**config.mk**
```make
export PLATFORM = sky130hd
export DESIGN_NAME = swdi_top
export DESIGN_NICKNAME = d
export VERILOG_FILES = /design/src/inc/swdi_pkg.sv /design/src/inc/swdi_dog_if.sv /design/src/logic/swdi_dog.sv /design/src/logic/swdi_top.sv
export SDC_FILE = /design/constraint.sdc
export NUM_CORES = 1
export LEC_CHECK = 0
export BUFFER_PORTS_ARGS = -buffer_cell sky130_fd_sc_hd__buf_2
export CAP_MARGIN = 30
export CORE_MARGIN = 2
export CORE_UTILIZATION = 40
export CTS_BUF_LIST = sky130_fd_sc_hd__clkbuf_2 sky130_fd_sc_hd__clkbuf_4 sky130_fd_sc_hd__clkbuf_8
export DETAILED_ROUTE_END_ITERATION = 8
export HOLD_SLACK_MARGIN = 0.08
export PLACE_DENSITY = 0.63
export SLEW_MARGIN = 5
export SYNTH_ARGS = -nofsm -noshare
export SYNTH_HDL_FRONTEND = slang
export SYNTH_HIERARCHICAL = 1
export SYNTH_SLANG_ARGS = --single-unit
```
**constraint.sdc**
```tcl
create_clock -name pclk -period 2.9 [get_ports pclk]
set_clock_uncertainty 0.1 [all_clocks]
set_input_delay 0.435 -clock pclk [delete_from_list [all_inputs] [get_ports pclk]]
set_output_delay 0.435 -clock pclk [all_outputs]
set_load 0.005 [all_outputs]
```
**src/inc/swdi_pkg.sv**
```systemverilog
// Constants for the sleep, wake, watchdog and interrupt block
// Summary of operation
// - Timer wrap from ff to 00 sets overflow flag bit 2; enable bit 5.
// - Edge pin counts rising edges when option bit 6 is one, else falling.
// - Qualifying edge sets control bit 1; enable bit 4 gates the request.
// - Edge wake needs its enable set before sleep; global enable picks vectoring.
// - Level change on any of three pins sets bit 0; enable bit 3.
// - Interrupt entry saves only the return program counter.
// - Watchdog keeps its own time base and runs during sleep.
// - Expiry while running resets the device; while asleep it wakes it.
// - Fuse word bit 3 cleared disables the watchdog for good.
// - Base period 18 ms; prescaler assignment stretches it up to 1:128.
// - Kick or sleep clears the watchdog and its assigned prescaler.
// - Watchdog expiry clears the active-low time-out status bit.
// - Sleep clears watchdog, clears power-down bit, sets time-out bit, stops oscillator.
// - Pins hold their driven state throughout sleep.
// - External reset in sleep resets; expiry or enabled interrupt just wakes.
// - Only converter completion on its own clock wakes from peripherals.
// - Interrupt wake needs the source enable, regardless of global enable.
// - After wake the prefetched instruction runs, then vector if global enabled.
// - Enabled flag set before sleep with globals off makes sleep a no-op.
// - Flag rising during or after sleep: sleep completes, then wakes at once.
// - Flags set on their events whatever the enables.
// - Taking an interrupt clears global enable, pushes return address, loads vector.
package swdi_pkg;
  localparam int ADDR_W = 16;
  localparam int PC_W = 13;
  // Register indices; byte address is four times the index
  localparam logic [15:0] IDX_TIMER = 16'h0001;
  localparam logic [15:0] IDX_STATUS = 16'h0003;
  localparam logic [15:0] IDX_IRQ_CTL = 16'h000b;
  localparam logic [15:0] IDX_AUX = 16'h000c;
  localparam logic [15:0] IDX_OPTION = 16'h0081;
  localparam logic [15:0] IDX_FUSE = 16'h2007;
  // Interrupt control fields
  localparam int B_GIE = 7;
  localparam int B_TIMER_OVERFLOW_ENABLE = 5;
  localparam int B_EDGE_IRQ_ENABLE = 4;
  localparam int B_PIN_CHANGE_ENABLE = 3;
  localparam int B_TIMER_OVERFLOW_FLAG = 2;
  localparam int B_EDGE_IRQ_FLAG = 1;
  localparam int B_PIN_CHANGE_FLAG = 0;
  // Option fields
  localparam int B_EDGE_POL = 6;
  localparam int B_PSA = 3;
  localparam int B_PS_LSB = 0;
  // Status fields
  localparam int B_TO_N = 4;
  localparam int B_PD_N = 3;
  // Aux fields
  localparam int B_ADF = 0;
  localparam int B_ADE = 1;
  // Fuse fields
  localparam int B_DOG_FUSE = 3;
  localparam logic [7:0] OPTION_RST = 8'hff;
  localparam logic [7:0] IRQ_CTL_RST = 8'h00;
  localparam logic [PC_W-1:0] IRQ_VECTOR = 13'h0004;
  // Watchdog time base
  localparam int unsigned CLK_PERIOD_NS = 10;
  localparam int unsigned DOG_PERIOD_MS = 18;
  localparam int unsigned DOG_PERIOD_CYC = DOG_PERIOD_MS * 1000000 / CLK_PERIOD_NS;
  localparam int DOG_CNT_W = 24;
  typedef enum logic {SWDI_RUN, SWDI_SLEEP} swdi_state_e;
endpackage : swdi_pkg

```
**src/inc/swdi_dog_if.sv**
```systemverilog
// Control and expiry signals between the block and its watchdog counter
`timescale 1ns/1ps
interface swdi_dog_if;
  logic run;
  logic clear;
  logic use_pre;
  logic [2:0] ratio;
  logic expire;
  modport ctl (output run, output clear, output use_pre, output ratio, input expire);
  modport dog (input run, input clear, input use_pre, input ratio, output expire);
endinterface : swdi_dog_if

```
**src/logic/swdi_dog.sv**
```systemverilog
// Watchdog counter with its own time base and optional prescaler
`timescale 1ns/1ps
module swdi_dog import swdi_pkg::*; #(
  parameter int unsigned DOG_CYC = DOG_PERIOD_CYC
) (
  input wire logic pclk,
  input wire logic presetn,
  swdi_dog_if.dog dog
);
  logic [DOG_CNT_W-1:0] base_q;
  logic [6:0] pre_q;
  logic base_end;
  logic pre_end;

  // Counts on pclk whatever the sleep state, standing in for a free RC source
  assign base_end = (base_q == DOG_CNT_W'(DOG_CYC - 1));
  assign pre_end = !dog.use_pre || (pre_q == 7'((8'h01 << dog.ratio) - 8'h01));

  always_ff @(posedge pclk or negedge presetn) begin
    if (!presetn) begin
      base_q <= '0;
      pre_q <= '0;
      dog.expire <= 1'b0;
    end else if (!dog.run) begin
      base_q <= '0;
      pre_q <= '0;
      dog.expire <= 1'b0;
    end else if (dog.clear) begin
      base_q <= '0;
      pre_q <= '0;
      dog.expire <= 1'b0;
    end else begin
      dog.expire <= base_end && pre_end;
      if (base_end) begin
        base_q <= '0;
        pre_q <= pre_end ? 7'h00 : pre_q + 7'h01;
      end else begin
        base_q <= base_q + DOG_CNT_W'(1);
      end
    end
  end
endmodule : swdi_dog

```
**src/logic/swdi_top.sv**
```systemverilog
// Sleep control, watchdog supervision and interrupt flags behind an APB slave
//
// The APB slave port was chosen for this implementation.
`timescale 1ns/1ps
module swdi_top import swdi_pkg::*; #(
  parameter int unsigned DOG_CYC = DOG_PERIOD_CYC,
  parameter int GPIO_W = 6
) (
  input wire logic pclk,
  input wire logic presetn,
  input wire logic psel,
  input wire logic penable,
  input wire logic pwrite,
  input wire logic [ADDR_W-1:0] paddr,
  input wire logic [31:0] pwdata,
  output logic [31:0] prdata,
  output logic pready,
  output logic pslverr,
  input wire logic timer_tick,
  input wire logic instr_done,
  input wire logic op_sleep,
  input wire logic op_kick,
  input wire logic [PC_W-1:0] ret_pc,
  input wire logic ad_done,
  input wire logic ad_rc_clock,
  input wire logic edge_irq_pin,
  input wire logic change_pin_a,
  input wire logic change_pin_b,
  input wire logic change_pin_c,
  input wire logic ext_reset_pin_n,
  input wire logic [7:0] config_fuse,
  input wire logic [GPIO_W-1:0] gpio_out_d,
  input wire logic [GPIO_W-1:0] gpio_oe_d,
  output logic [GPIO_W-1:0] gpio_out,
  output logic [GPIO_W-1:0] gpio_oe,
  output logic asleep,
  output logic osc_drive_en,
  output logic wake,
  output logic dog_reset,
  output logic irq_pending,
  output logic stack_push,
  output logic [PC_W-1:0] stack_pc,
  output logic vector_load,
  output logic [PC_W-1:0] vector_pc
);
  localparam int NPIN = 5;

  swdi_dog_if dog_if ();

  swdi_state_e state_q;
  logic [7:0] ctl_q;
  logic [7:0] ctl_d;
  logic [7:0] option_q;
  logic [7:0] timer_q;
  logic [7:0] tpre_q;
  logic [7:0] fuse_q;
  logic fuse_caught_q;
  logic to_n_q;
  logic pd_n_q;
  logic adf_q;
  logic ade_q;
  logic [3:0] wake_en_q;
  logic [NPIN-1:0] pin_raw;
  logic [NPIN-1:0] sync1_q;
  logic [NPIN-1:0] sync2_q;
  logic [NPIN-1:0] prev_q;
  logic [1:0] warm_q;
  logic warm;
  logic ext_rst;
  logic edge_ev;
  logic chg_ev;
  logic ad_ev;
  logic t0_ovf;
  logic timer_inc;
  logic [3:0] flags;
  logic [3:0] enables;
  logic pending;
  logic running;
  logic sleep_nop;
  logic sleep_go;
  logic dog_exp;
  logic dog_rst;
  logic dev_rst;
  logic wake_now;
  logic take_irq;
  logic setup;
  logic wr;
  logic [15:0] idx;
  logic hit;
  logic [7:0] rdata;

  // Pin synchronisers, one two-stage chain per pin
  assign pin_raw = {ext_reset_pin_n, change_pin_c, change_pin_b, change_pin_a, edge_irq_pin};
  for (genvar i = 0; i < NPIN; i++) begin : g_sync
    always_ff @(posedge pclk or negedge presetn) begin
      if (!presetn) begin
        sync1_q[i] <= 1'b1;
        sync2_q[i] <= 1'b1;
        prev_q[i] <= 1'b1;
      end else begin
        sync1_q[i] <= pin_raw[i];
        sync2_q[i] <= sync1_q[i];
        prev_q[i] <= sync2_q[i];
      end
    end
  end

  // Pins may rest at either level, so edges count only once the chain holds real samples
  always_ff @(posedge pclk or negedge presetn) begin
    if (!presetn) begin
      warm_q <= 2'b00;
    end else if (warm_q != 2'b11) begin
      warm_q <= warm_q + 2'b01;
    end
  end
  assign warm = (warm_q == 2'b11);

  assign running = (state_q == SWDI_RUN);
  assign ext_rst = !sync2_q[NPIN-1];
  // Edge detect compares the synchronised sample with the one before
  assign edge_ev = warm && (option_q[B_EDGE_POL] ? (sync2_q[0] && !prev_q[0]) : (!sync2_q[0] && prev_q[0]));
  assign chg_ev = warm && (|(sync2_q[3:1] ^ prev_q[3:1]));
  // Converter completion only counts in sleep when it runs from its own clock
  assign ad_ev = ad_done && (running || ad_rc_clock);

  // APB decode: index is the byte address divided by four
  assign setup = psel && !penable;
  // A refused transfer carries pslverr with pready and must not write
  assign wr = psel && penable && pready && pwrite && !pslverr;
  assign idx = {2'b00, paddr[ADDR_W-1:2]};
  always_comb begin
    hit = 1'b1;
    rdata = 8'h00;
    case (idx)
      IDX_TIMER: rdata = timer_q;
      IDX_STATUS: rdata = (8'(to_n_q) << B_TO_N) | (8'(pd_n_q) << B_PD_N);
      IDX_IRQ_CTL: rdata = ctl_q;
      IDX_AUX: rdata = (8'(ade_q) << B_ADE) | (8'(adf_q) << B_ADF);
      IDX_OPTION: rdata = option_q;
      IDX_FUSE: rdata = fuse_q;
      default: hit = 1'b0;
    endcase
  end

  always_ff @(posedge pclk or negedge presetn) begin
    if (!presetn) begin
      pready <= 1'b0;
      pslverr <= 1'b0;
      prdata <= 32'h0000_0000;
    end else begin
      pready <= setup;
      pslverr <= setup && (!hit || paddr[1:0] != 2'b00);
      if (setup) begin
        prdata <= {24'h00_0000, rdata};
      end
    end
  end

  // Fuse word is a strap, caught once after reset release
  always_ff @(posedge pclk or negedge presetn) begin
    if (!presetn) begin
      fuse_q <= 8'h00;
      fuse_caught_q <= 1'b0;
    end else if (!fuse_caught_q) begin
      fuse_q <= config_fuse;
      fuse_caught_q <= 1'b1;
    end
  end

  // Watchdog control
  assign dog_if.run = fuse_caught_q && fuse_q[B_DOG_FUSE];
  assign dog_if.use_pre = option_q[B_PSA];
  assign dog_if.ratio = option_q[B_PS_LSB +: 3];
  assign dog_if.clear = op_kick || sleep_go || dev_rst;
  assign dog_exp = dog_if.expire;
  assign dog_rst = dog_exp && running;
  assign dev_rst = ext_rst || dog_rst;

  swdi_dog #(.DOG_CYC(DOG_CYC)) u_dog (
    .pclk(pclk),
    .presetn(presetn),
    .dog(dog_if)
  );

  // Interrupt sources, ordered timer, edge, change, converter
  assign flags = {ctl_q[B_TIMER_OVERFLOW_FLAG], ctl_q[B_EDGE_IRQ_FLAG], ctl_q[B_PIN_CHANGE_FLAG], adf_q};
  assign enables = {ctl_q[B_TIMER_OVERFLOW_ENABLE], ctl_q[B_EDGE_IRQ_ENABLE], ctl_q[B_PIN_CHANGE_ENABLE], ade_q};
  assign pending = |(flags & enables);
  assign sleep_nop = !ctl_q[B_GIE] && pending;
  assign sleep_go = op_sleep && running && !sleep_nop;
  // Enables latched at sleep entry decide which flags may wake
  assign wake_now = !running && (dog_exp || |(flags & wake_en_q));
  // Taken at an instruction boundary, so the prefetched one runs first after wake
  assign take_irq = running && instr_done && ctl_q[B_GIE] && pending;

  // Free timer and its share of the prescaler, frozen while the core clock is off
  assign timer_inc = running && timer_tick
    && (option_q[B_PSA] || tpre_q == 8'((9'h002 << option_q[B_PS_LSB +: 3]) - 9'h001));
  assign t0_ovf = timer_inc && (timer_q == 8'hff) && !(wr && idx == IDX_TIMER);

  always_ff @(posedge pclk or negedge presetn) begin
    if (!presetn) begin
      timer_q <= 8'h00;
      tpre_q <= 8'h00;
    end else if (dev_rst) begin
      timer_q <= 8'h00;
      tpre_q <= 8'h00;
    end else begin
      // A software write to the timer wins over a pending increment
      if (wr && idx == IDX_TIMER) begin
        timer_q <= pwdata[7:0];
        tpre_q <= 8'h00;
      end else if (timer_inc) begin
        timer_q <= timer_q + 8'h01;
        tpre_q <= 8'h00;
      end else if (running && timer_tick && !option_q[B_PSA]) begin
        tpre_q <= tpre_q + 8'h01;
      end
    end
  end

  // Flags: a write stores, events then OR in, so a set beats a clear
  always_comb begin
    ctl_d = ctl_q;
    if (wr && idx == IDX_IRQ_CTL) begin
      ctl_d = pwdata[7:0];
    end
    if (take_irq) begin
      ctl_d[B_GIE] = 1'b0;
    end
    ctl_d[B_TIMER_OVERFLOW_FLAG] = ctl_d[B_TIMER_OVERFLOW_FLAG] | t0_ovf;
    ctl_d[B_EDGE_IRQ_FLAG] = ctl_d[B_EDGE_IRQ_FLAG] | edge_ev;
    ctl_d[B_PIN_CHANGE_FLAG] = ctl_d[B_PIN_CHANGE_FLAG] | chg_ev;
  end

  always_ff @(posedge pclk or negedge presetn) begin
    if (!presetn) begin
      ctl_q <= IRQ_CTL_RST;
      option_q <= OPTION_RST;
      adf_q <= 1'b0;
      ade_q <= 1'b0;
    end else if (dev_rst) begin
      ctl_q <= IRQ_CTL_RST;
      option_q <= OPTION_RST;
      adf_q <= 1'b0;
      ade_q <= 1'b0;
    end else begin
      ctl_q <= ctl_d;
      if (wr && idx == IDX_OPTION) begin
        option_q <= pwdata[7:0];
      end
      if (wr && idx == IDX_AUX) begin
        ade_q <= pwdata[B_ADE];
        adf_q <= pwdata[B_ADF] | ad_ev;
      end else begin
        adf_q <= adf_q | ad_ev;
      end
    end
  end

  // Status bits; a true power-up leaves both set
  always_ff @(posedge pclk or negedge presetn) begin
    if (!presetn) begin
      to_n_q <= 1'b1;
      pd_n_q <= 1'b1;
    end else if (dog_exp && dog_if.run) begin
      to_n_q <= 1'b0;
      if (running) begin
        pd_n_q <= 1'b1;
      end
    end else if (sleep_go) begin
      to_n_q <= 1'b1;
      pd_n_q <= 1'b0;
    end else if (op_kick && running) begin
      to_n_q <= 1'b1;
      pd_n_q <= 1'b1;
    end
  end

  // Sleep sequencing
  always_ff @(posedge pclk or negedge presetn) begin
    if (!presetn) begin
      state_q <= SWDI_RUN;
      wake_en_q <= 4'h0;
    end else if (dev_rst) begin
      state_q <= SWDI_RUN;
      wake_en_q <= 4'h0;
    end else begin
      case (state_q)
        SWDI_RUN: begin
          if (sleep_go) begin
            state_q <= SWDI_SLEEP;
            // Timer flag cannot rise in sleep, so its enable is left out
            wake_en_q <= {1'b0, enables[2:0]};
          end
        end
        SWDI_SLEEP: begin
          if (wake_now) begin
            state_q <= SWDI_RUN;
          end
        end
        default: state_q <= SWDI_RUN;
      endcase
    end
  end

  // Registered outputs
  // Asleep follows the next state, except that a sleep meeting a device reset still sets it for one cycle
  always_ff @(posedge pclk or negedge presetn) begin
    if (!presetn) begin
      asleep <= 1'b0;
      osc_drive_en <= 1'b1;
      wake <= 1'b0;
      dog_reset <= 1'b0;
      irq_pending <= 1'b0;
    end else begin
      asleep <= sleep_go || (!running && !wake_now && !dev_rst);
      osc_drive_en <= !(sleep_go || (!running && !wake_now && !dev_rst));
      wake <= wake_now && !dev_rst;
      dog_reset <= dev_rst;
      irq_pending <= pending && ctl_q[B_GIE];
    end
  end

  // Only the return address is handed to the stack on entry
  always_ff @(posedge pclk or negedge presetn) begin
    if (!presetn) begin
      stack_push <= 1'b0;
      stack_pc <= '0;
      vector_load <= 1'b0;
      vector_pc <= '0;
    end else begin
      stack_push <= take_irq && !dev_rst;
      vector_load <= take_irq && !dev_rst;
      if (take_irq) begin
        stack_pc <= ret_pc;
        vector_pc <= IRQ_VECTOR;
      end
    end
  end

  // Pins freeze at their pre-sleep drive and enable
  always_ff @(posedge pclk or negedge presetn) begin
    if (!presetn) begin
      gpio_out <= '0;
      gpio_oe <= '0;
    end else if (running && !sleep_go) begin
      gpio_out <= gpio_out_d;
      gpio_oe <= gpio_oe_d;
    end
  end
endmodule : swdi_top

```
==> results.tsv <==
stage	metric	value	unit
outcome	status	complete, no violations	
synth	cell count after synthesis	634	
setup_path	endpoint class of the critical path	register	
layout	Seq. cell area	3510	µm²
clock_tree	maximum clock path buffer count	2	
pwr	Clock power frac	41.6	%
die	Starting Density	40.4	%
sta	Final Hold Fails	0	
synth	post-synth top area share	41.2	%
sta	Tmin final	2.73	ns
detailed_routing	Avg WL per Cell	14.9	µm
sta	Final Max Tran Viols	0	
die	Die Span Y	136	µm
setup_path	CP max FO	8	
clock_tree	CTS tree	done	
sta	hold slack	0.106	ns
layout	fill count	1617	
clock_tree	H-tree depth	4	
pwr	Pint	0.00298	W
detailed_routing	Iteration-0 DRC Markers	259	
pwr	NetSw	0.00104	W
detailed_routing	# DRC	0	
synth	sequential area share after synthesis	50.7	%
sta	Slew headroom	64.1	%
detailed_routing	Total Wirelength	15.1	mm
detailed_routing	Detailed Routing Iterations Pass 1	4	
clock_tree	clk sink count	139	
detailed_routing	Routed Antenna Nets	0	
place	routability cong.	0.805	
die	die area	18400	µm²
sta	Setup TNS	0	ns
sta	# setup viols final	0	
sta	RSZ-0062 raised after global routing	no	
pwr	Pleak	3.71	nW
detailed_routing	post-DR vias/cell	5.04	
pwr	PwrDens	488	nW/µm²
synth	#FFs+latches synth	139	
synth	synthesized area per cell	10.9	µm²
synth	largest cells by area after synthesis	dfrtp_1 41%, dfstp_2 9.5%, mux2_2 5.5%	
synth	dominant cell type by area after synthesis	dfrtp_1	
grt	GRT Util Overall	17.2	%
layout	layout cells sized above 1	32.1	%
die	core area	17100	µm²
clock_tree	CTS Buf Count	17	
layout	final layout net count	875	
layout	multi-input logic area	3170	µm²
setup_path	CP Class	reg2reg	
grt	aggregate global routing overflow	0	
grt	vias in the first global route	4913	
synth	Synthesis Warnings	6	
synth	Post-synth EDFFs	0	
layout	most frequent cells in the layout	114 x dfrtp_1, 114 x buf_2, 62 x nor2_1, 49 x nand2_1, 37 x conb_1	
grt	global-route wire length before repair	24.8	mm
layout	Syn-to-layout area delta	18.8	%
pwr	register share of total power	51.1	%
die	Die X	136	µm
grt	initial antenna violation count	2	
clock_tree	Reg clk slew, reported paths	0.09	ns
setup_path	flop2flop setup slack	0.17	ns
synth	mapped cell area	6920	µm²
die	row count	48	
hold_path	Min-Delay Path Class	in2reg	
die	I/O pin count	176	
pwr	VDD IR max	279	µV
synth	post-synth cell types	68	
sta	period utilisation layout	94.2	%
sta	Peak Freq	366	MHz
setup_path	Startpoint Class	register	
grt	largest net degree at the start of global routing	59	
synth	asr flop ratio synth	100	%
synth	ys flop type	dfrtp_1	
pwr	switching share of power	25.9	%
job	max_cap viols	0	
pwr	Comb power frac	7.3	%
clock_tree	Clk Latency, worst-skew pair	0.45	ns
setup_path	Worst Path Arrival	2.94	ns
clock_tree	clk root buf	clkbuf_8	
place	HPWL after DPL	10.9	mm
sta	Least-Margin Pin Slew	0.539	ns
setup_path	critical path required time	3.11	ns
place	Port Buffer Count	115	
detailed_routing	Vias	5101	
-- metal layers --
layer	vias to the layer above	GRT usage (%)	part of all wire, %
li1	2452	-	-
met1	2469	23.3	46
met2	161	26.1	46
met3	19	5.27	6.5
met4	0	6.19	1.6
met5	-	0	0
-- critical path: stages (launching register included) --
cell and delay (ns):
dfstp_2 0.39, or3_1 0.44, ha_4 0.22, xnor2_1 0.14, a311oi_1 0.27, o2111ai_1 0.22
o31ai_4 0.36, buf_4 0.19, mux2i_1 0.17, a21oi_1 0.08
-- sequential cells by signal, summed over array words and instances, names as in the netlist, 8 cells and up --
| register | count |
|---|---|
| stack_pc | 13 |
| tpre_q | 8 |
| timer_q | 8 |
| prdata | 8 |
| option_q | 8 |
| u_dog/base_q | 24 |
| fuse_q | 8 |
| ctl_q | 8 |
-- final timing paths --
kind | start | depth (start not counted) | end
max | option_q[2] | 9 | timer_q[1]
min | ret_pc[10] | 2 | stack_pc[10]
max reg2reg | option_q[2] | 9 | timer_q[1]
max in group asynchronous | presetn | 3 | option_q[1]
min in group asynchronous | presetn | 2 | u_dog/base_q[18]
min reg2reg | sync1_q[2] | 0 | sync2_q[2]
-- cells in the mapped netlist, drive strengths merged, types with 2 or more instances --
library cell,count
xor2,25
nor2,66
a21oi,20
o21ai,21
nor3b,4
nor2b,5
o211ai,2
nor4b,3
nor4,12
buf,48
or3,3
o21a,4
a22oi,8
ha,6
nand4,13
nand2,49
and4,2
o31ai,4
mux2,34
o22ai,6
a222oi,2
a22o,3
and2,4
and3,19
nand3b,3
nor3,12
nand2b,5
nand3,20
conb,2
o2111ai,2
inv,7
mux2i,29
xnor2,21
a221oi,8
clkbuf,10
dfrtp,114
dfstp,25
-- final cells by class --
type / instances / share of cell area (%)
Inverter: 7 / 0.319
Clock inverter: 14 / 2.11
Tap cell: 225 / 3.42
Antenna cell: 2 / 0.0609
Clock buffer: 18 / 3.01
Sequential cell: 139 / 42.7
Timing Repair Buffer: 142 / 9.87
Multi-Input combinational cell: 465 / 38.5
-- power groups by stage --
stage          sequential [W]  clock, W  combinational [W]
6_report              0.00205   0.00167           0.000293
5_1_grt               0.00206   0.00180           0.000332
4_1_cts               0.00205   0.00172           0.000297
3_5_place_dp          0.00209         0           0.000287
3_3_place_gp          0.00209         0           0.000285
2_1_floorplan         0.00208         0           0.000158
-- repair_timing --
item                                   CTS  global route
gates resized for setup                  0             5
endpoints found under the hold margin   45             0
buffers inserted                         2             0
setup endpoints to repair                1            17
hold buffers                             6             0
pin swaps                                1             1
-- per-stage QoR --
step	instances	setup slack [ns]	power (W)	instance area, µm²	utilization, %
4_1_cts	1009	0.0355	0.00407	8180	47.8
6_report	1012	0.167	0.00402	8220	48.0
5_1_grt	1011	0.00586	0.00419	8220	48.0
3_3_place_gp	969	0.0939	0.00237	7680	44.9
3_5_place_dp	969	0.0418	0.00238	7680	44.9
2_1_floorplan	669	0.201	0.00224	7050	-
-- cells by family (layout without fill, tap and decap cells) --
group	after synthesis	count (layout)	synth area share, %
DFF	139	139	50.7
and+or+nand+nor	223	223	17.8
xor gates and xnor gates	46	46	5.82
buffers and inverters	65	181	5.89
AOI/OAI and AO/OA	90	90	8.86
other	2	39	0.109
muxes	63	63	9.73
adders and majority gates	6	6	1.08
Power figures use the tool's default switching activity.
